<file path="src/inc/timebase_map.svh">
`ifndef TIMEBASE_MAP_SVH
`define TIMEBASE_MAP_SVH

`define TB_WIDTH          16

`define OFF_CONFIG        9'h000
`define OFF_CONFIG_SECOND 9'h004
`define OFF_TIME_ONE      9'h008
`define OFF_TIME_TWO      9'h00c

`define CFG_FAST          0
`define CFG_P1_LSB        1
`define CFG_GATE          3
`define CFG_EDGE          4
`define CFG_P2_LSB        5
`define CFG_STOP          7
`define RD_STOPPED        8
`define SEC_HALF          0

`define CFG_RESET         8'h00
`define SEC_RESET         1'b0

`define DIV_HALF          6'h02
`define DIV_FAST          6'h04
`define DIV_SLOW          6'h20
`define EIGHTH_LAST       3'h7
`define FILTER_LAST       2'h1

`endif

</file>
<file path="src/inc/timebase_pkg.sv">
`include "timebase_map.svh"

package timebase_pkg;

    typedef struct packed {
        logic [7:0]           cfg;
        logic                 half;
        logic                 stopped;
        logic                 pready;
        logic                 pslverr;
        logic [31:0]          prdata;
        logic [`TB_WIDTH-1:0] tb_one;
        logic [`TB_WIDTH-1:0] tb_two;
    } top_state_type;

    typedef struct packed {
        logic [5:0] base_cnt;
        logic [2:0] pre_cnt;
        logic       tick;
    } one_state_type;

    typedef struct packed {
        logic       sync1;
        logic       sync2;
        logic [1:0] flt_cnt;
        logic       filt;
        logic [2:0] eighth_cnt;
        logic [2:0] pre_cnt;
        logic       tick;
    } two_state_type;

endpackage

</file>
<file path="src/inc/timebase_ctrl_if.sv">
`timescale 1ns/1ps

interface timebase_ctrl_if;
    logic       run;
    logic       half_rate_select;
    logic       fast_base_select;
    logic [1:0] base_one_prescale_field;
    logic       base_two_gate_select;
    logic       base_two_edge_select;
    logic [1:0] base_two_prescale_field;
    logic       tick_one;
    logic       tick_two;

    modport one (
        input  run,
        input  half_rate_select,
        input  fast_base_select,
        input  base_one_prescale_field,
        output tick_one
    );

    modport two (
        input  run,
        input  base_two_gate_select,
        input  base_two_edge_select,
        input  base_two_prescale_field,
        output tick_two
    );
endinterface

</file>
<file path="src/rtl/base_one_source.sv">
`timescale 1ns/1ps
`include "timebase_map.svh"

module base_one_source (
    input wire logic  pclk,
    input wire logic  presetn,
    timebase_ctrl_if.one ctl
);
    timebase_pkg::one_state_type state;
    timebase_pkg::one_state_type next_state;
    logic [5:0] base_div;
    logic       base_tick;
    logic [2:0] pre_last;

    assign ctl.tick_one = state.tick;

    always_comb begin
        next_state = state;
        next_state.tick = 1'b0;
        base_div = ctl.half_rate_select ? `DIV_HALF :
                   (ctl.fast_base_select ? `DIV_FAST : `DIV_SLOW);
        base_tick = (state.base_cnt >= base_div - 6'h01);
        pre_last = 3'((4'h1 << ctl.base_one_prescale_field) - 4'h1);
        if (ctl.run) begin
            next_state.base_cnt = base_tick ? 6'h00 : state.base_cnt + 6'h01;
            if (ctl.half_rate_select) begin
                // prescaler bypassed at half rate
                next_state.tick = base_tick;
                next_state.pre_cnt = 3'h0;
            end else if (base_tick) begin
                // fast base with field 00 gives a tick every 4 clocks
                if (state.pre_cnt >= pre_last) begin
                    next_state.tick = 1'b1;
                    next_state.pre_cnt = 3'h0;
                end else begin
                    next_state.pre_cnt = state.pre_cnt + 3'h1;
                end
            end
        end
    end

    always_ff @(posedge pclk or negedge presetn) begin
        if (!presetn) begin
            state <= '0;
        end else begin
            state <= next_state;
        end
    end

    a_tick_spacing: assert property (@(posedge pclk) disable iff (!presetn)
        state.tick |=> !state.tick)
        else $error("time base one ticks back to back");

    a_half_rate: assert property (@(posedge pclk) disable iff (!presetn)
        (state.tick && ctl.half_rate_select && ctl.run)
        ##1 (ctl.half_rate_select && ctl.run) |=> state.tick)
        else $error("half rate tick not every two clocks");

    a_slow_gap: assert property (@(posedge pclk) disable iff (!presetn)
        state.tick && ctl.run && !ctl.half_rate_select && !ctl.fast_base_select
        |=> (!state.tick || ctl.half_rate_select || ctl.fast_base_select)[*8])
        else $error("slow base tick too early");
endmodule

</file>
<file path="src/rtl/base_two_source.sv">
`timescale 1ns/1ps
`include "timebase_map.svh"

module base_two_source (
    input wire logic  pclk,
    input wire logic  presetn,
    input wire logic  base_two_external_pin,
    timebase_ctrl_if.two ctl
);
    timebase_pkg::two_state_type state;
    timebase_pkg::two_state_type next_state;
    logic       filt_flip;
    logic       rise;
    logic       fall;
    logic       eighth_pulse;
    logic       src_pulse;
    logic [2:0] pre_last;

    assign ctl.tick_two = state.tick;

    always_comb begin
        next_state = state;
        next_state.tick = 1'b0;
        next_state.sync1 = base_two_external_pin;
        next_state.sync2 = state.sync1;
        // a level must hold two clocks to pass; latency fits the nine-clock edge spacing
        filt_flip = (state.sync2 != state.filt) && (state.flt_cnt == `FILTER_LAST);
        rise = filt_flip && !state.filt;
        fall = filt_flip && state.filt;
        eighth_pulse = (state.eighth_cnt == `EIGHTH_LAST);
        pre_last = 3'((4'h1 << ctl.base_two_prescale_field) - 4'h1);
        case ({ctl.base_two_edge_select, ctl.base_two_gate_select})
            2'b00:   src_pulse = rise;
            2'b01:   src_pulse = eighth_pulse && state.sync2;
            2'b10:   src_pulse = fall;
            2'b11:   src_pulse = rise || fall;
            default: src_pulse = 1'b0;
        endcase
        if (ctl.run) begin
            next_state.eighth_cnt = state.eighth_cnt + 3'h1;
            if (state.sync2 == state.filt) begin
                next_state.flt_cnt = 2'h0;
            end else if (filt_flip) begin
                next_state.filt = state.sync2;
                next_state.flt_cnt = 2'h0;
            end else begin
                next_state.flt_cnt = state.flt_cnt + 2'h1;
            end
            if (src_pulse) begin
                if (state.pre_cnt >= pre_last) begin
                    next_state.tick = 1'b1;
                    next_state.pre_cnt = 3'h0;
                end else begin
                    next_state.pre_cnt = state.pre_cnt + 3'h1;
                end
            end
        end
    end

    always_ff @(posedge pclk or negedge presetn) begin
        if (!presetn) begin
            state <= '0;
        end else begin
            state <= next_state;
        end
    end

    // gate select with edge select set means both pin edges, not the gated clock
    a_gate_blocks: assert property (@(posedge pclk) disable iff (!presetn)
        ctl.base_two_gate_select && !ctl.base_two_edge_select && !state.sync2
        |=> !state.tick)
        else $error("gated clock counted while pin low");

    a_gate_spacing: assert property (@(posedge pclk) disable iff (!presetn)
        state.tick && ctl.base_two_gate_select && !ctl.base_two_edge_select
        |=> (!state.tick || !ctl.base_two_gate_select || ctl.base_two_edge_select)[*7])
        else $error("gated time base two faster than clock by eight");

    a_edge_filtered: assert property (@(posedge pclk) disable iff (!presetn)
        ctl.run && !ctl.base_two_gate_select && src_pulse
        |-> state.sync2 != state.filt && $past(state.sync2) != state.filt)
        else $error("pin edge counted without filtering");
endmodule

</file>
<file path="src/rtl/timebase_prescalers.sv">
// Overview of operation
// - time base one input is system clock divided by 2, 4 or 32
// - half rate select set: time base one counts at clock over two
// - half rate clear: fast base 0 gives clock/32, fast base 1 clock/4
// - with half rate clear, time base one prescale field 00..11 divides by 1, 2, 4, 8
// - finest time base one resolution is two system clocks
// - edge/gate select: rise, gated clock, fall, both edges
// - gated mode counts clock/8 while pin high, blocked while low
// - pin edges are synchronized and filtered before counting
// - time base two prescale 1, 2, 4, 8 from configuration field
// - gated path gives clock/8, /16, /32, /64
// - 512-byte register space, unimplemented locations read zero
// - stop bit halts and freezes both time bases, sets stopped flag
`timescale 1ns/1ps
`include "timebase_map.svh"

module timebase_prescalers (
    input  wire logic                 pclk,
    input  wire logic                 presetn,
    input  wire logic                 psel,
    input  wire logic                 penable,
    input  wire logic                 pwrite,
    input  wire logic [8:0]           paddr,
    input  wire logic [31:0]          pwdata,
    output logic      [31:0]          prdata,
    output logic                      pready,
    output logic                      pslverr,
    input  wire logic                 base_two_external_pin,
    output logic      [`TB_WIDTH-1:0] time_base_one,
    output logic      [`TB_WIDTH-1:0] time_base_two,
    output logic                      stopped_flag
);
    timebase_pkg::top_state_type state;
    timebase_pkg::top_state_type next_state;
    timebase_ctrl_if             ctl ();
    logic                        setup;
    logic                        access;
    logic                        run;
    logic                        mapped;
    logic [31:0]                 read_word;

    assign run = !state.cfg[`CFG_STOP];
    assign ctl.run = run;
    assign ctl.half_rate_select = state.half;
    assign ctl.fast_base_select = state.cfg[`CFG_FAST];
    assign ctl.base_one_prescale_field = state.cfg[`CFG_P1_LSB +: 2];
    assign ctl.base_two_gate_select = state.cfg[`CFG_GATE];
    assign ctl.base_two_edge_select = state.cfg[`CFG_EDGE];
    assign ctl.base_two_prescale_field = state.cfg[`CFG_P2_LSB +: 2];

    base_one_source u_one (
        .pclk    (pclk),
        .presetn (presetn),
        .ctl     (ctl)
    );

    base_two_source u_two (
        .pclk                  (pclk),
        .presetn               (presetn),
        .base_two_external_pin (base_two_external_pin),
        .ctl                   (ctl)
    );

    assign prdata = state.prdata;
    assign pready = state.pready;
    assign pslverr = state.pslverr;
    assign time_base_one = state.tb_one;
    assign time_base_two = state.tb_two;
    assign stopped_flag = state.stopped;

    always_comb begin
        next_state = state;
        next_state.pready = 1'b0;
        next_state.pslverr = 1'b0;
        setup = psel && !penable;
        access = psel && penable && state.pready;
        read_word = 32'h0000_0000;
        mapped = 1'b1;
        case (paddr)
            `OFF_CONFIG: begin
                read_word[7:0] = state.cfg;
                read_word[`RD_STOPPED] = state.stopped;
            end
            `OFF_CONFIG_SECOND: read_word[`SEC_HALF] = state.half;
            `OFF_TIME_ONE:      read_word[`TB_WIDTH-1:0] = state.tb_one;
            `OFF_TIME_TWO:      read_word[`TB_WIDTH-1:0] = state.tb_two;
            default:            mapped = 1'b0;
        endcase
        if (setup) begin
            next_state.pready = 1'b1;
            next_state.prdata = read_word;
        end
        // every access is taken as a full word
        if (access && pwrite) begin
            case (paddr)
                `OFF_CONFIG:        next_state.cfg = pwdata[7:0];
                `OFF_CONFIG_SECOND: next_state.half = pwdata[`SEC_HALF];
                default:            next_state.half = state.half;
            endcase
        end
        next_state.stopped = state.cfg[`CFG_STOP];
        if (ctl.tick_one && run) begin
            next_state.tb_one = state.tb_one + 16'h0001;
        end
        if (ctl.tick_two && run) begin
            next_state.tb_two = state.tb_two + 16'h0001;
        end
    end

    always_ff @(posedge pclk or negedge presetn) begin
        if (!presetn) begin
            state <= '0;
            state.cfg <= `CFG_RESET;
            state.half <= `SEC_RESET;
        end else begin
            state <= next_state;
        end
    end

    a_tb_one_step: assert property (@(posedge pclk) disable iff (!presetn)
        ctl.tick_one && run |=> state.tb_one == $past(state.tb_one) + 16'h0001)
        else $error("time base one did not step by one");

    a_tb_two_hold: assert property (@(posedge pclk) disable iff (!presetn)
        !ctl.tick_two |=> $stable(state.tb_two))
        else $error("time base two moved without a tick");

    a_stop_freeze: assert property (@(posedge pclk) disable iff (!presetn)
        state.cfg[`CFG_STOP] |=> $stable(state.tb_one) && $stable(state.tb_two))
        else $error("time base moved while stopped");

    a_stop_flag: assert property (@(posedge pclk) disable iff (!presetn)
        $rose(state.cfg[`CFG_STOP]) |=> state.stopped ##1 1'b1)
        else $error("stopped flag not raised");

    a_unmapped_zero: assert property (@(posedge pclk) disable iff (!presetn)
        psel && penable && pready && !pwrite && !mapped |-> prdata == 32'h0000_0000)
        else $error("unmapped read returned nonzero");

    a_config_write: assert property (@(posedge pclk) disable iff (!presetn)
        access && pwrite && paddr == `OFF_CONFIG |=> state.cfg == $past(pwdata[7:0]))
        else $error("configuration write lost");
endmodule

</file>
<file path="config.mk">
export PLATFORM = sky130hd
export DESIGN_NAME = timebase_prescalers
export DESIGN_NICKNAME = d
export VERILOG_FILES = /design/src/inc/timebase_pkg.sv /design/src/inc/timebase_ctrl_if.sv /design/src/rtl/base_one_source.sv /design/src/rtl/base_two_source.sv /design/src/rtl/timebase_prescalers.sv
export VERILOG_INCLUDE_DIRS = /design/src /design/src/inc
export SDC_FILE = /design/constraint.sdc
export NUM_CORES = 1
export LEC_CHECK = 0
export ABC_AREA = 1
export BUFFER_PORTS_ARGS = -buffer_cell sky130_fd_sc_hd__buf_2
export CORE_MARGIN = 1.5
export CORE_UTILIZATION = 51
export DETAILED_ROUTE_END_ITERATION = 8
export PLACE_DENSITY = 0.86
export SLEW_MARGIN = 0
export SYNTH_ARGS = -nofsm -noshare
export SYNTH_HDL_FRONTEND = slang
export SYNTH_SLANG_ARGS = --single-unit
</file>
<file path="constraint.sdc">
create_clock -name pclk -period 2.3 [get_ports pclk]
set_clock_uncertainty 0.05 [all_clocks]
set_input_delay 0.115 -clock pclk [delete_from_list [all_inputs] [get_ports pclk]]
set_output_delay 0.115 -clock pclk [all_outputs]
set_load 0.05 [all_outputs]
</file>
* Word level (Yosys, flattened, before mapping)
Index checks and enable logic that the tools add are counted.
** Word-level totals
- Input bits :: 47
- Output and inout port bits :: 67
- Register bits after elaboration :: 81
- Word-level logic and storage cells :: 85
** Operators by class
- Muxes and demuxes :: 19
- Order comparisons :: 3
- Equality and inequality tests :: 10
- Bitwise operators :: 2
- Shift-type cells :: 2
- Add/sub/neg operators :: 10
- Reductions and logical operators :: 22
** Operators with widths (count)
- adder 16 x 1 -> 16 bit (second input constant) :: 2
- one-hot mux 8 bit (3 select lines) :: 1
- == test 9 x 4 -> 1 bit (second input constant) :: 2
- 2-to-1 mux 6 bit :: 3
- one-hot mux 7 bit (2 select lines) :: 1
- logical AND 1 bit :: 10
- adder 3 x 1 -> 3 bit (second input constant) :: 3
- == test 9 x 3 -> 1 bit (second input constant) :: 1
- logical NOT 9 bit :: 1
- 2-to-1 mux 4 bit :: 2
- one-hot mux 1 bit (4 select lines) :: 2
- AND reduction 2 bit :: 4
- adder 6 x 1 -> 6 bit (second input constant) :: 1
- greater-or-equal comparator 3 bit :: 2
- greater-or-equal comparator 6 bit :: 1
- 2-to-1 mux 1 bit :: 6
- 2-to-1 mux 3 bit :: 2
- << shifter 1 x 2 -> 3 bit (first input constant) :: 2
- subtractor 3 x 1 -> 3 bit (second input constant) :: 2
- subtractor 6 x 1 -> 6 bit (second input constant) :: 1
- == test 2 x 1 -> 1 bit (second input constant) :: 2
- == test 2 bit (second input constant) :: 2
- 2-to-1 mux 2 bit :: 2
- == test 3 bit (second input constant) :: 1
- 9 further kinds :: 12

* Depth between registers and ports, before layout
Gate-level depths: netlist (run 1).
- Word-level depth :: 7
- Depth in mapped cells :: 10
- Depth with buffers taken out :: 9

* Modules after synthesis
From an unflattened synthesis (run 1), not the netlist that was laid out.
** Unflattened totals
- Cells, all modules :: 556
- Area, all modules :: 4583.1 um^2
** Modules (own cells, without submodules)
- timebase_prescalers :: area each 3191.8 um^2, times used 1, cells each 393, sequential area each 1476.4 um^2
- base_one_source :: area each 718.2 um^2, times used 1, cells each 89, sequential area each 250.2 um^2
- base_two_source :: area each 673.1 um^2, times used 1, cells each 74, sequential area each 300.3 um^2

* Least setup slack after synthesis (run 1)
OpenSTA, ideal clock, no wires.
- Path type :: reg2reg
- Start :: reg state (netlist bit ctl.half_rate_select)
- End :: reg u_one.state[6] in the netlist's numbering
- Library setup time :: 86 ps
- Data required time :: 2164 ps
- Slack :: 493 ps
- Stages on the path, launching flop included :: 10
- Buffers on the path :: 0
- Arrival time :: 1671 ps
- Path through :: dfrtp_1 > or2_2 > ha_1 > nand2_1 > inv_1 > o21bai_1 > nand3_1 > nand2_1 > inv_2 > nor3_1
** On the way
- Longest elaborated chain between the ends :: 4
** Ends and longest elaborated chain
- start: declaration :: line timebase_prescalers.sv:33 : timebase_pkg::top_state_type state;
- start signal: assignment :: line timebase_prescalers.sv:116 : state <= next_state;
- 2-to-1 mux 6 bit :: line base_one_source.sv:20 : base_div = ctl.half_rate_select ? `DIV_HALF :
- subtractor 6 x 1 -> 6 bit :: line base_one_source.sv:22 : base_tick = (state.base_cnt >= base_div - 6'h01);
- greater-or-equal comparator 6 bit :: line base_one_source.sv:22
- 2-to-1 mux 6 bit :: line base_one_source.sv:25 : next_state.base_cnt = base_tick ? 6'h00 : state.base_cnt + 6'h01;
- end signal: assignment :: line base_one_source.sv:46 : state <= next_state;
- end: declaration :: line base_one_source.sv:9 : timebase_pkg::one_state_type state;
Every way passes these cells.
A chain may end at the register's enable or synchronous reset.

* Worst setup path in the final report (run 1)
Same ends and word-level chain as after synthesis.

==> impl_summary.md, run 1 <==
Logic synthesis
Sorting the synthesized cells by area gives the leading types as sky130_fd_sc_hd__dfrtp_1 (46%), sky130_fd_sc_hd__nand2_1 (11%), sky130_fd_sc_hd__nand3_1 (6.1%). For this run, the leading register cell type out of synthesis is sky130_fd_sc_hd__dfrtp_1. Counting flops and latches in the post-synthesis netlist gives ~80. The post-synthesis async set-or-reset flop share is 1.000. The number of distinct library cells after synthesis is 41. Sorting the synthesized cells by how often they occur yields sky130_fd_sc_hd__nand2_1 (129), sky130_fd_sc_hd__dfrtp_1 (81), sky130_fd_sc_hd__inv_1 (54), sky130_fd_sc_hd__nand3_1 (54), sky130_fd_sc_hd__nor2_1 (49).

Yosys printed 0 warnings. The portion of synthesized cell area occupied by the leading cell type is 0.4589. By instance count, the leading cell after synthesis is sky130_fd_sc_hd__nand2_1. In this run, synthesis inferred 0 flip-flops with an integrated enable. The number of instances in the synthesized netlist is between 500 and 600.

The most area-hungry cell type in the Yosys netlist is sky130_fd_sc_hd__dfrtp_1. The sequential cell area fraction in the yosys report is 0.4589. The netlist area before placement is about 4400 µm². A synthesized cell averages between 8 and 9 µm².

Final layout
The post-route standard cell area excluding fillers is around 5100 µm². The filler cells instantiated in the layout total around 700. The layout cell share with drive strength beyond 1 is 0.1903. The repair_antennas step left the layout with diodes totalling 0. The net total in the final layout is around 700. The area added between synthesis and finish is 16.40%.

Critical path
The signal arrival time at the worst endpoint is between 2000 and 2500 ps. The worst setup path is captured at a flip-flop. STA classifies the critical path startpoint as a flip-flop. The worst setup path is of the flip-flop to flip-flop kind. The most critical setup path has its startpoint at ctl.half_rate_select. The data required time of the critical path is ~2500 ps. The startpoint of the worst register-to-register path is ctl.half_rate_select. Of all nets on the critical path, the largest fanout is 7.

Routing
The number of remaining DRC errors is 0. The number of iterations in the first detailed-routing pass is 4. The ratio of routed vias to standard cells is roughly 5.3.

The total wire length is around 10,000 µm. The antenna violation net count after detailed routing is 0. The detailed router finished its first iteration with 241 violations. Summing over every cut layer, the via total after detailed routing is around 3,800. The average wire length per cell after detail routing is approximately 14 µm.

Place
After detailed placement, the total cell area comes to slightly below 5000 µm². The half-perimeter wire length after placement is 7700 µm. The routability congestion estimate from global placement is approximately 0.82. During placement, the flow inserted port buffers numbering 72.

STA
Setup repair after global routing left no endpoint under its margin. The count of endpoints failing setup in the final report is 0. Hold timing on the final database bottoms out at a slack of roughly 100 ps. The portion of the clock cycle consumed by the worst path in the final layout is 0.9146. The worst slew margin relative to its limit is 0.6011.

For the pin with the worst max-slew slack, the measured transition is ~600 ps. The worst path needs between 2000 and 2500 ps of the cycle, external delays included. The final-report hold violation count is 0. The post-route setup TNS is 0 ps.

The fmax is 475.4 MHz. The final-report max-slew violation count is 0.

Job
Across the run, the number of max-cap violations was 0.

Clock tree
In this run the deepest clock path goes through 2 buffers. The number of gates resized after cts is 0. The master cell of the clock root buffer is sky130_fd_sc_hd__clkbuf_8. Hold repair after CTS inserted 10 buffers. The clock transition time at the flip-flop clock pins of the worst setup and hold paths is 80 ps. The clock net in this run drives a total of 81 sinks. The number of buffers inserted during clock tree synthesis is 9. The setup fix buffers added after clock tree synthesis is 0. The total number of H-tree levels is 3. The clock tree from TritonCTS is done. Clock latency on the worst-skew pair, taken at its later pin, is between 300 and 400 ps.

GRT
For met2 alone, demand over resource in global routing was 0.4249. The met3 layer usage reported by global route is 0.05134. The number of antenna violations at the first check in global routing is 0. The via count of the first global-routing pass is ~3,700. The met1 track demand over resource in global routing is 0.2942.

Global routing finished with a remaining overflow of 0. The most utilized layer in the global route result is met2. Entering global routing, the biggest net connects 47 pins. In the global route stage, overall resource usage came out at 0.2437. The wire length of the first global-routing pass is 16,990 µm.

Floorplan
Pin placement for this block handled ~110 I/O pins. Measured along the y axis, the die boundary spans 96.06 µm. For this configuration, the core starts out at a cell density of 0.5322.

The row count is 33. The die width is 96.06 µm. The total area inside the core boundary comes to 8299 µm². The die covers approximately 9200 µm².

Power and ir drop
The static leakage is about 0.0028 µW. The worst-case IR drop observed on VDD is ~0.25 mV. The power per cell area is 550.1 nW/µm².

Hold path
The path type of the worst min-delay path is input pin to flip-flop. The worst hold path begins at penable.

Outcome
The run finished with clean final reports.
## cells by family (layout without fill, tap and decap cells)
kind of cell	count (synthesis)	in the layout	share of synthesized area
compound gates	35	35	0.04221
xor+xnor	31	31	0.06147
fa+ha+maj	18	18	0.05099
buf+inv	86	160	0.09263
flops	81	81	0.4589
mux	1	1	0.002549
other cells	2	18	0.001700
simple gates	276	276	0.2895
## metal layers
| metal | part of all wire | wire length, µm |
|---|---|---|
| met1 | 0.41 | 4181 |
| met2 | 0.51 | 5194 |
| met3 | 0.066 | 676 |
| met4 | 0.019 | 195 |
| met5 | 0 | 0 |
## cell type report
cell class | count | area, µm² | share of cell area
Timing Repair Buffer | 86 | 505.5 | 0.09832
Clock buffer | 10 | 127.6 | 0.02482
Sequential cell | 81 | 2027 | 0.3943
Clock inverter | 5 | 81.33 | 0.01582
Tap cell | 105 | 131.4 | 0.02555
Inverter | 59 | 227.7 | 0.04429
Multi-Input combinational cell | 379 | 2041 | 0.3969
## state kept, by name (all words and copies together), names as in the netlist
signal / count
u_two.state: 10
u_one.ctl.tick_one: 1
prdata: 16
u_two.ctl.tick_two: 1
ctl.base_two_prescale_field: 2
ctl.base_two_edge_select: 1
time_base_one: 16
stopped_flag: 1
ctl.half_rate_select: 1
time_base_two: 16
ctl.fast_base_select: 1
ctl.base_two_gate_select: 1
u_two.next_state: 1
u_one.state: 9
ctl.base_one_prescale_field: 2
next_state: 1
pready: 1
## through the flow
step	power (µW)	util	setup WS (ps)	std cells
final	2828	0.6195	196.4	725
after global routing	2937	0.6195	69.16	725
after CTS	2843	0.6195	202.8	725
after detailed placement	1728	0.5822	210.9	700
after global placement	1717	0.5822	375.5	700
after floorplan	1665	-	493.2	546
## cells in the final DEF, fill, tap and decap left out, types with 2 or more instances in the layout
master	instances
sky130_fd_sc_hd__nand2_1	129
sky130_fd_sc_hd__dfrtp_1	81
sky130_fd_sc_hd__buf_2	71
sky130_fd_sc_hd__inv_1	54
sky130_fd_sc_hd__nand3_1	54
sky130_fd_sc_hd__nor2_1	49
sky130_fd_sc_hd__xor2_1	18
sky130_fd_sc_hd__ha_1	18
sky130_fd_sc_hd__conb_1	18
sky130_fd_sc_hd__xnor2_1	13
sky130_fd_sc_hd__o21ai_1	11
sky130_fd_sc_hd__o21ai_0	10
sky130_fd_sc_hd__nand4_1	10
sky130_fd_sc_hd__dlygate4sd3_1	10
sky130_fd_sc_hd__clkbuf_8	9
sky130_fd_sc_hd__a21oi_1	8
sky130_fd_sc_hd__nor3_1	7
sky130_fd_sc_hd__nor2_2	5
sky130_fd_sc_hd__buf_4	4
sky130_fd_sc_hd__or2_2	3
sky130_fd_sc_hd__inv_2	3
sky130_fd_sc_hd__nand2_2	3
sky130_fd_sc_hd__a31oi_1	3
sky130_fd_sc_hd__nand2_4	3
sky130_fd_sc_hd__clkinv_4	2
sky130_fd_sc_hd__nor3_4	2
sky130_fd_sc_hd__clkinv_2	2
sky130_fd_sc_hd__nor2_4	2
sky130_fd_sc_hd__bufinv_16	2
## path summary, 6_finish.rpt
kind                                    end  slack (ps)  cells after the start
max                          u_one.state[6]         200                      9
min                                  pready         100                      3
max reg2reg                  u_one.state[6]         200                      9
min reg2reg                 u_two.state[10]         320                      0
max in group asynchronous  time_base_one[7]        1340                      3
min in group asynchronous   u_two.state[10]         250                      2
## report_power, final
| part | leakage [µW] | internal (µW) | switching, µW |
|---|---|---|---|
| sequential | 0.00107 | 1440 | 20.0 |
| clock | 0.000102 | 606 | 509 |
| combinational | 0.00168 | 66.1 | 184 |
## worst max-delay path, cell delays in order (launching register included)
cell	delay, ps
sky130_fd_sc_hd__dfrtp_1	450
sky130_fd_sc_hd__or2_2	340
sky130_fd_sc_hd__ha_1	300
sky130_fd_sc_hd__nand2_1	70
sky130_fd_sc_hd__inv_1	40
sky130_fd_sc_hd__o21bai_1	140
sky130_fd_sc_hd__nand3_1	220
sky130_fd_sc_hd__nand2_1	200
sky130_fd_sc_hd__inv_2	80
sky130_fd_sc_hd__nor3_1	140
No activity file was read; power rests on OpenSTA's default activity.
==> run 2, diff against run 1 <==
- ABC_AREA: 1 -> default
- PLACE_DENSITY: 0.86 -> 0.87
==> run 2 against run 1 <==
Design area down 5.3%. Worst hold slack improved by 44 ps. Sequential share of layout area up 2.2 points. Register-to-register slack lost 110 ps. Sequential power up 24%. Die area down 6.9%. Combinational power grew to 3.9 times the previous value. Critical path depth fell by 3. First-iteration DRC count shrank 22%. Sequential cell count is the same. Largest power group unchanged.
==> impl_summary.md, run 2 <==
Outcome
Outcome: completed (unchanged).

STA
Unrepaired setup endpoints after global routing: false (unchanged). The final-report max-slew violation count came to 0 (unchanged). The time the final worst path needs with I/O delays and setup is 2212 ps (was 2104 ps). The post-route setup TNS is 0 ps (unchanged). The fmax came to 452.2 MHz (was 475.4 MHz). The worst slack on hold paths is 141.0 ps (was 97.45 ps).

The slew of the pin with the lowest slew margin was 659.0 ps (was 598.3 ps). The count of endpoints failing setup in the final report was 0 (unchanged). The worst slew margin relative to its limit is 0.5607 (was 0.6011).

The final-report hold violation count is 0 (unchanged). The portion of the clock cycle consumed by the worst path in the final layout is 0.9615 (was 0.9146).

Hold path
The path type of the worst min-delay path is input pin to flip-flop (unchanged).

Place
The placed cell area is 4528 µm² (was 4832 µm²). The routability congestion estimate from global placement is 0.8701 (was 0.8166). The half-perimeter wire length after placement came to 6722 µm (was 7700 µm). The count of input and output buffers is 72 (unchanged).

Clock tree
The maximum buffer depth of the clock tree was 2 (unchanged). The number of clock sinks is 81 (unchanged). The setup fix buffers added after clock tree synthesis came to 0 (unchanged).

The master cell of the clock root buffer is sky130_fd_sc_hd__clkbuf_8 (unchanged). The clock transition time at the flip-flop clock pins of the worst setup and hold paths is 90 ps (was 80 ps). The total number of H-tree levels is 3 (unchanged). The source-to-sink clock delay at the later pin of the worst-skew pair is 360 ps (about the same). The clock tree from TritonCTS was done (unchanged). The number of buffers inserted during clock tree synthesis is 9 (unchanged).

Routing
The number of remaining DRC errors is 0 (unchanged). The antenna violation net count after detailed routing is 0 (unchanged). The average wire length per cell after detail routing was 16.36 µm (was 14.13 µm). The total number of vias is 3,106 (was 3,819). The ratio of routed vias to standard cells was 5.507 (was 5.268). The number of DRC markers in iteration 0 is 188 (was 241). The total wire length was 9229 µm (was 10,250 µm). The number of iterations in the first detailed-routing pass is 4 (unchanged).

Floorplan
The core area is 7767 µm² (was 8299 µm²). The die width was 92.69 µm (was 96.06 µm). The number of I/O pins came to 114 (unchanged). The initial cell density of the core is 0.5282 (was 0.5322). The vertical die dimension was 92.69 µm (was 96.06 µm).

The row count was 32 (was 33). The die footprint is 8591 µm² (was 9228 µm²).

Logic synthesis
The XOR/XNOR share of the synthesized area came to 0.07258 (was 0.06147). The mean post-synth cell area is 11.06 µm² (was 8.333 µm²). The portion of synthesized cell area occupied by the leading cell type is 0.4941 (was 0.4589).

The synthesized-area fraction occupied by ao, oa, aoi and oai cells is 0.08661 (was 0.04221). The post-synthesis async set-or-reset flop share came to 1.000 (unchanged). The simple-gate area share of the yosys netlist is 0.1500 (was 0.2895). The sequential cell area fraction in the yosys report came to 0.4941 (was 0.4589). The number of synthesized flops with an enable pin is 0 (unchanged). Largest cells by area after synthesis: sky130_fd_sc_hd__dfrtp_1 (49%), sky130_fd_sc_hd__xnor2_1 (5.8%), sky130_fd_sc_hd__ha_1 (5.5%) (was sky130_fd_sc_hd__dfrtp_1 (46%), sky130_fd_sc_hd__nand2_1 (11%), sky130_fd_sc_hd__nand3_1 (6.1%)). Most common library cells after synthesis: sky130_fd_sc_hd__dfrtp_1 (81), sky130_fd_sc_hd__nand2_1 (33), sky130_fd_sc_hd__xnor2_1 (27) (was sky130_fd_sc_hd__nand2_1 (129), sky130_fd_sc_hd__dfrtp_1 (81), sky130_fd_sc_hd__inv_1 (54), sky130_fd_sc_hd__nand3_1 (54), sky130_fd_sc_hd__nor2_1 (49)).

The synthesized flop and latch total is 81 (unchanged). The area share of fa/ha/maj cells after synthesis came to 0.05489 (was 0.05099). The yosys synthesis warning count came to 0 (unchanged). The portion of netlist area occupied by mux cells is 0.08814 (was 0.002550). The netlist area before placement is 4103 µm² (was 4417 µm²). The largest family of logic cells by synthesized area was simple AND/OR/NAND/NOR gates (unchanged). The most area-hungry cell type in the Yosys netlist is sky130_fd_sc_hd__dfrtp_1 (unchanged). The number of distinct library cells after synthesis is 49 (was 41). The most numerous cell in the Yosys netlist is sky130_fd_sc_hd__dfrtp_1 (was sky130_fd_sc_hd__nand2_1). The most used flip-flop cell after synthesis is sky130_fd_sc_hd__dfrtp_1 (unchanged). The number of instances in the synthesized netlist was 371 (was 530).

Final layout
The net total in the final layout came to 522 (was 681). The post-route standard cell area excluding fillers came to 4871 µm² (was 5141 µm²). The number of inserted diodes is 0 (unchanged). The layout cell share with drive strength beyond 1 was 0.2576 (was 0.1903). The most frequent standard cell in the layout excluding fill and tap cells is sky130_fd_sc_hd__dfrtp_1 (was sky130_fd_sc_hd__nand2_1). Highest-count cells in the layout ignoring fill and taps: sky130_fd_sc_hd__dfrtp_1 (81), sky130_fd_sc_hd__buf_2 (71), sky130_fd_sc_hd__nand2_1 (33) (was sky130_fd_sc_hd__nand2_1 (129), sky130_fd_sc_hd__dfrtp_1 (81), sky130_fd_sc_hd__buf_2 (71)). The utilization of the core after routing is 0.6271 (was 0.6195). The area added between synthesis and finish is 18.73% (was 16.40%).

GRT
The remaining global-route overflow was 0 (unchanged). The via count of the first global-routing pass is 3,140 (was 3,749). The number of antenna violations at the first check in global routing is 0 (unchanged). The largest net degree at the start of global routing was 51 (was 47).

The wire length of the first global-routing pass is 14,990 µm (was 16,990 µm). The aggregate global-route resource usage is 0.2267 (was 0.2437).

Critical path
The peak fanout along the critical path is 4 (was 7). The cell family with the largest share of critical-path delay was compound AO/OA/AOI/OAI gates (was simple AND/OR/NAND/NOR gates). The element type at the critical path start is a flip-flop (unchanged).

The data required time of the critical path was 2480 ps (was 2530 ps). The number of buffer and inverter instances along the worst setup path is 0 (was 2). The capturing element type of the critical path was a flip-flop (unchanged).

The delay of the slowest cell on the worst path is 420 ps (was 450 ps). The signal arrival time at the worst endpoint is 2390 ps (was 2330 ps). Cell breakdown of the critical path: or2_2, ha_1, nand2b_1, a21o_1, a221o_1, o311ai_1 (was or2_2, ha_1, nand2_1, inv_1, o21bai_1, nand3_1, nand2_1, inv_2, nor3_1). The start-to-end type of the worst setup path was flip-flop to flip-flop (unchanged). The cell with the largest stage delay on the worst path is sky130_fd_sc_hd__dfrtp_1 (unchanged).

Power and ir drop
The largest vdd supply drop is 0.3568 mV (was 0.2503 mV). The static leakage is 0.002441 µW (was 0.002849 µW). The power per cell area came to 811.6 nW/µm² (was 550.1 nW/µm²). The final total power is 3953 µW (was 2828 µW).

Job
The count of maximum capacitance violations is 0 (unchanged).
run 2: cell count changes in the layout (fill, tap and decap cells not counted), moves of 8 or more:
cell	previous run	this run
sky130_fd_sc_hd__nand2_1	129	33
sky130_fd_sc_hd__mux2_2	1	15
sky130_fd_sc_hd__a22oi_1	0	8
sky130_fd_sc_hd__nand3_1	54	18
sky130_fd_sc_hd__xor2_1	18	7
sky130_fd_sc_hd__o21ai_1	11	1
sky130_fd_sc_hd__inv_1	54	10
sky130_fd_sc_hd__mux2i_1	0	8
sky130_fd_sc_hd__nor2_1	49	8
sky130_fd_sc_hd__o21ai_0	10	18
sky130_fd_sc_hd__xnor2_1	13	27
sky130_fd_sc_hd__mux2_1	0	8
run 2: where the power goes:
group	switching, µW	internal, µW	total [µW]
registers	226	1590	1810
clock network	531	642	1170
logic	607	359	966
run 2: metal layers:
metal  wire length (µm)  up-vias  track usage
met5                  0        -            0
met4                215        0      0.09975
met3                462       16      0.04762
met2               4659       97       0.3805
met1               3891     1528       0.2820
li1                   -     1465            -
run 2: tightest hold or removal path, delay by kind of cell:
family          cells  cell delay (ps)
compound gates      1               60
buf+inv             1               90
simple gates        2              240
run 2: layout make-up:
type                            count  area (µm²)
Timing Repair Buffer               87       513.0
Clock buffer                       10       137.6
Sequential cell                    81        2027
Tap cell                          102       127.6
Clock inverter                      6       91.34
Multi-Input combinational cell    268        1937
Inverter                           10       37.54
Fill cell                         608        2897
run 2: kinds of logic (layout without fill, tap and decap cells):
group,Yosys count,in the layout
other cells,2,18
simple gates,112,112
xor+xnor,34,34
flops,81,81
mux,32,32
compound gates,54,54
buf+inv,38,113
fa+ha+maj,18,18
run 2: what timing repair did:
action | 4_1_cts | 5_1_grt
resized for setup | 1 | 4
hold buffers | 10 | 0
endpoints found under the hold margin | 59 | 0
endpoints found under the setup margin | 1 | 3
run 2: worst paths after layout:
kind                            slack [ps]  cells past startpoint                            from              end
worst min-delay path                   140                      4                            psel        prdata[1]
worst max-delay path                    90                      6  ctl.base_two_prescale_field[0]   u_two.state[3]
min in group asynchronous              280                      2                         presetn       prdata[10]
worst min register to register         310                      0            u_two.next_state[10]  u_two.state[10]
worst max register to register          90                      6  ctl.base_two_prescale_field[0]   u_two.state[3]
max in group asynchronous             1300                      3                         presetn   u_two.state[3]
run 2: metrics by stage:
| step | worst slack, ps | instances |
|---|---|---|
| floorplan | 190.8 | 387 |
| global placement | 226.8 | 538 |
| global route | 8.733 | 564 |
| finish | 88.47 | 564 |
| detailed placement | 70.23 | 538 |
| CTS | 44.15 | 564 |
==> run 3, diff against run 2 <==
- CELL_PAD_IN_SITES_DETAIL_PLACEMENT: default -> 0
- CELL_PAD_IN_SITES_GLOBAL_PLACEMENT: default -> 1
- CORE_UTILIZATION: 51 -> 40
- PLACE_DENSITY: 0.87 -> 0.88
==> run 3 against run 2 <==
Sequential share of layout area fell by 0.64 points. Non-clock buffer count rose by 3. Worst hold slack improved by 8.4 ps. Register-to-register slack improved by 70 ps. Sequential power is essentially flat. Global-route usage is 4.7 points lower. First-iteration DRC count decreased by 38%. Via count shrank 0.68%. Worst setup slack better by 70 ps. Wire length fell by 1.7%. Die area is 27% higher. Cell count grew 6.0%. Largest cell class unchanged.
==> impl_summary.md, run 3 (same netlist as run 2, synthesis figures left out) <==
Critical path
The delay of the slowest cell on the worst path was 490 ps (was 420 ps). The signal arrival time at the worst endpoint was 2390 ps (about the same). The peak fanout along the critical path is 6 (was 4). The element type at the critical path start was a flip-flop (unchanged). Cell breakdown of the critical path: or2_2, ha_1, a21o_1, and3_1, or4_1, nand2_1 (was or2_2, ha_1, nand2b_1, a21o_1, a221o_1, o311ai_1).

The data required time of the critical path came to 2550 ps (was 2480 ps). The capturing element type of the critical path is a flip-flop (unchanged). The startpoint of the worst register-to-register path is ctl.fast_base_select (was ctl.base_two_prescale_field[0]). The cell with the largest stage delay on the worst path is sky130_fd_sc_hd__or4_1 (was sky130_fd_sc_hd__dfrtp_1). The worst-case register-to-register setup slack was 160 ps (was 90 ps). The number of buffer and inverter instances along the worst setup path is 0 (unchanged).

The endpoint of the most critical register-to-register path is u_one.state[4] (was u_two.state[3]). The start-to-end type of the worst setup path was flip-flop to flip-flop (unchanged). The cell family with the largest share of critical-path delay is simple AND/OR/NAND/NOR gates (was compound AO/OA/AOI/OAI gates).

The number of cells on the worst reg-to-reg path came to 6 (unchanged).

Power and ir drop
The final total power is 4047 µW (was 3953 µW). The largest vdd supply drop is 0.4000 mV (was 0.3568 mV). The power per cell area came to 818.1 nW/µm² (was 811.6 nW/µm²). The static leakage was 0.002473 µW (was 0.002441 µW).

Hold path
The path type of the worst min-delay path was input pin to flip-flop (unchanged). The end of the worst hold path was prdata[0] (was prdata[1]). The number of stages on the worst hold path is 4 (unchanged). The hold path startpoint is paddr[8] (was psel).

GRT
The wire length of the first global-routing pass came to 15,440 µm (was 14,990 µm). The largest net degree at the start of global routing is 46 (was 51). The number of antenna violations at the first check in global routing is 0 (unchanged). The aggregate global-route resource usage is 0.1799 (was 0.2267). The remaining global-route overflow was 0 (unchanged). The via count of the first global-routing pass came to 3,090 (was 3,140).

STA
The fmax came to 467.0 MHz (was 452.2 MHz). The minimum setup slack in the final design is 158.5 ps (was 88.47 ps). The count of endpoints failing setup in the final report is 0 (unchanged). The final-report max-slew violation count is 0 (unchanged). The portion of the clock cycle consumed by the worst path in the final layout is 0.9311 (was 0.9615). The time the final worst path needs with I/O delays and setup is 2142 ps (was 2212 ps). Unrepaired setup endpoints after global routing: false (unchanged).

The post-route setup TNS is 0 ps (unchanged). The slew of the pin with the lowest slew margin came to 546.0 ps (was 659.0 ps). The final-report hold violation count is 0 (unchanged).

The worst slew margin relative to its limit came to 0.6329 (was 0.5607).

Floorplan
The die footprint came to 10,870 µm² (was 8591 µm²). The die width is 104.3 µm (was 92.69 µm). The number of I/O pins is 114 (unchanged).

The vertical die dimension is 104.3 µm (was 92.69 µm). The core area is 9864 µm² (was 7767 µm²). The row count is 36 (was 32).

The initial cell density of the core is 0.4159 (was 0.5282).

Clock tree
The total number of H-tree levels was 3 (unchanged). The maximum buffer depth of the clock tree came to 2 (unchanged). The number of clock sinks is 81 (unchanged). The clock tree from TritonCTS is done (unchanged). The number of buffers inserted during clock tree synthesis is 9 (unchanged). The clock transition time at the flip-flop clock pins of the worst setup and hold paths came to 90 ps (about the same).

The setup fix buffers added after clock tree synthesis is 0 (unchanged). The source-to-sink clock delay at the later pin of the worst-skew pair was 360 ps (about the same). The master cell of the clock root buffer is sky130_fd_sc_hd__clkbuf_8 (unchanged).

Final layout
The layout cell share with drive strength beyond 1 was 0.2581 (was 0.2576). Highest-count cells in the layout ignoring fill and taps: sky130_fd_sc_hd__dfrtp_1 (81), sky130_fd_sc_hd__buf_2 (71), sky130_fd_sc_hd__nand2_1 (33) (unchanged). The count of filler cells inserted in the layout is 894 (was 608). The utilization of the core after routing is 0.5015 (was 0.6271). The post-route standard cell area excluding fillers is 4947 µm² (was 4871 µm²). The net total in the final layout is 525 (was 522). The most frequent standard cell in the layout excluding fill and tap cells is sky130_fd_sc_hd__dfrtp_1 (unchanged). The area added between synthesis and finish is 20.59% (was 18.73%). The number of inserted diodes is 0 (unchanged).

Place
The count of input and output buffers is 72 (unchanged). The half-perimeter wire length after placement is 6709 µm (was 6722 µm). The pre-CTS setup slack is 115.7 ps (was 70.23 ps). The placed cell area is 4589 µm² (was 4528 µm²). The routability congestion estimate from global placement is 0.7781 (was 0.8701).

Outcome
Outcome: completed (unchanged).

Routing
The number of remaining DRC errors is 0 (unchanged). The total wire length is 9070 µm (was 9229 µm). The number of DRC markers in iteration 0 was 116 (was 188). The ratio of routed vias to standard cells is 5.159 (was 5.507). The antenna violation net count after detailed routing is 0 (unchanged). The total number of vias was 3,085 (was 3,106). The average wire length per cell after detail routing was 15.17 µm (was 16.36 µm). The number of iterations in the first detailed-routing pass is 4 (unchanged).

Job
The count of maximum capacitance violations came to 0 (unchanged).
[run 3: worst register-to-register path: stages (launching register included)]
cell and delay [ps]:
sky130_fd_sc_hd__dfrtp_1 390, sky130_fd_sc_hd__or2_2 350, sky130_fd_sc_hd__ha_1 310, sky130_fd_sc_hd__a21o_1 190, sky130_fd_sc_hd__and3_1 250, sky130_fd_sc_hd__or4_1 490, sky130_fd_sc_hd__nand2_1 70
[run 3: how the worst max path moves through the flow]
stage / startpoint / to / slack [ps] / depth (start not counted)
final: ctl.fast_base_select / u_one.state[4] / 160 / 6
after CTS: ctl.base_two_prescale_field[0] / u_two.state[3] / 70 / 6
after floorplan: ctl.half_rate_select / u_one.state[4] / 190 / 7
after global routing: ctl.fast_base_select / u_one.state[2] / 5 / 6
after global placement: ctl.base_two_prescale_field[0] / u_two.state[3] / 180 / 6
after detailed placement: ctl.base_two_prescale_field[0] / u_two.state[3] / 120 / 6
[run 3: repair_timing]
action | CTS | global route
hold endpoints to repair | 46 | 0
gates resized for setup | 0 | 3
hold buffers | 10 | 0
endpoints found under the setup margin | 0 | 7
[run 3: per-layer routing]
layer,global-route usage,part of all wire,up-vias
met5,0,0,-
met4,0.04663,0.011,0
met3,0.05639,0.054,9
met2,0.2876,0.48,77
met1,0.2365,0.46,1525
li1,-,-,1474
[run 3: final cells by class]
| cell class | count | area, µm² | area share |
|---|---|---|---|
| timing repair buffer | 90 | 535.5 | 0.1082 |
| clock buffer | 10 | 137.6 | 0.02782 |
| tap | 133 | 166.4 | 0.03364 |
| clock inverter | 6 | 115.1 | 0.02327 |
| sequential | 81 | 2027 | 0.4097 |
| inverter | 10 | 37.54 | 0.007587 |
| multi-input combinational | 268 | 1928 | 0.3897 |
[run 3: report_power, final]
part	internal (µW)	switching [µW]
logic	360	598
registers	1590	218
clock network	754	529
total	2700	1340
[run 3: metrics by stage]
| stage | std cells | hold WS [ps] |
|---|---|---|
| 2_1_floorplan | 387 | -230.6 |
| 3_3_place_gp | 572 | 55.25 |
| 3_5_place_dp | 572 | 60.02 |
| 4_1_cts | 598 | 142.5 |
| 5_1_grt | 598 | 168.1 |
| 6_report | 598 | 149.3 |
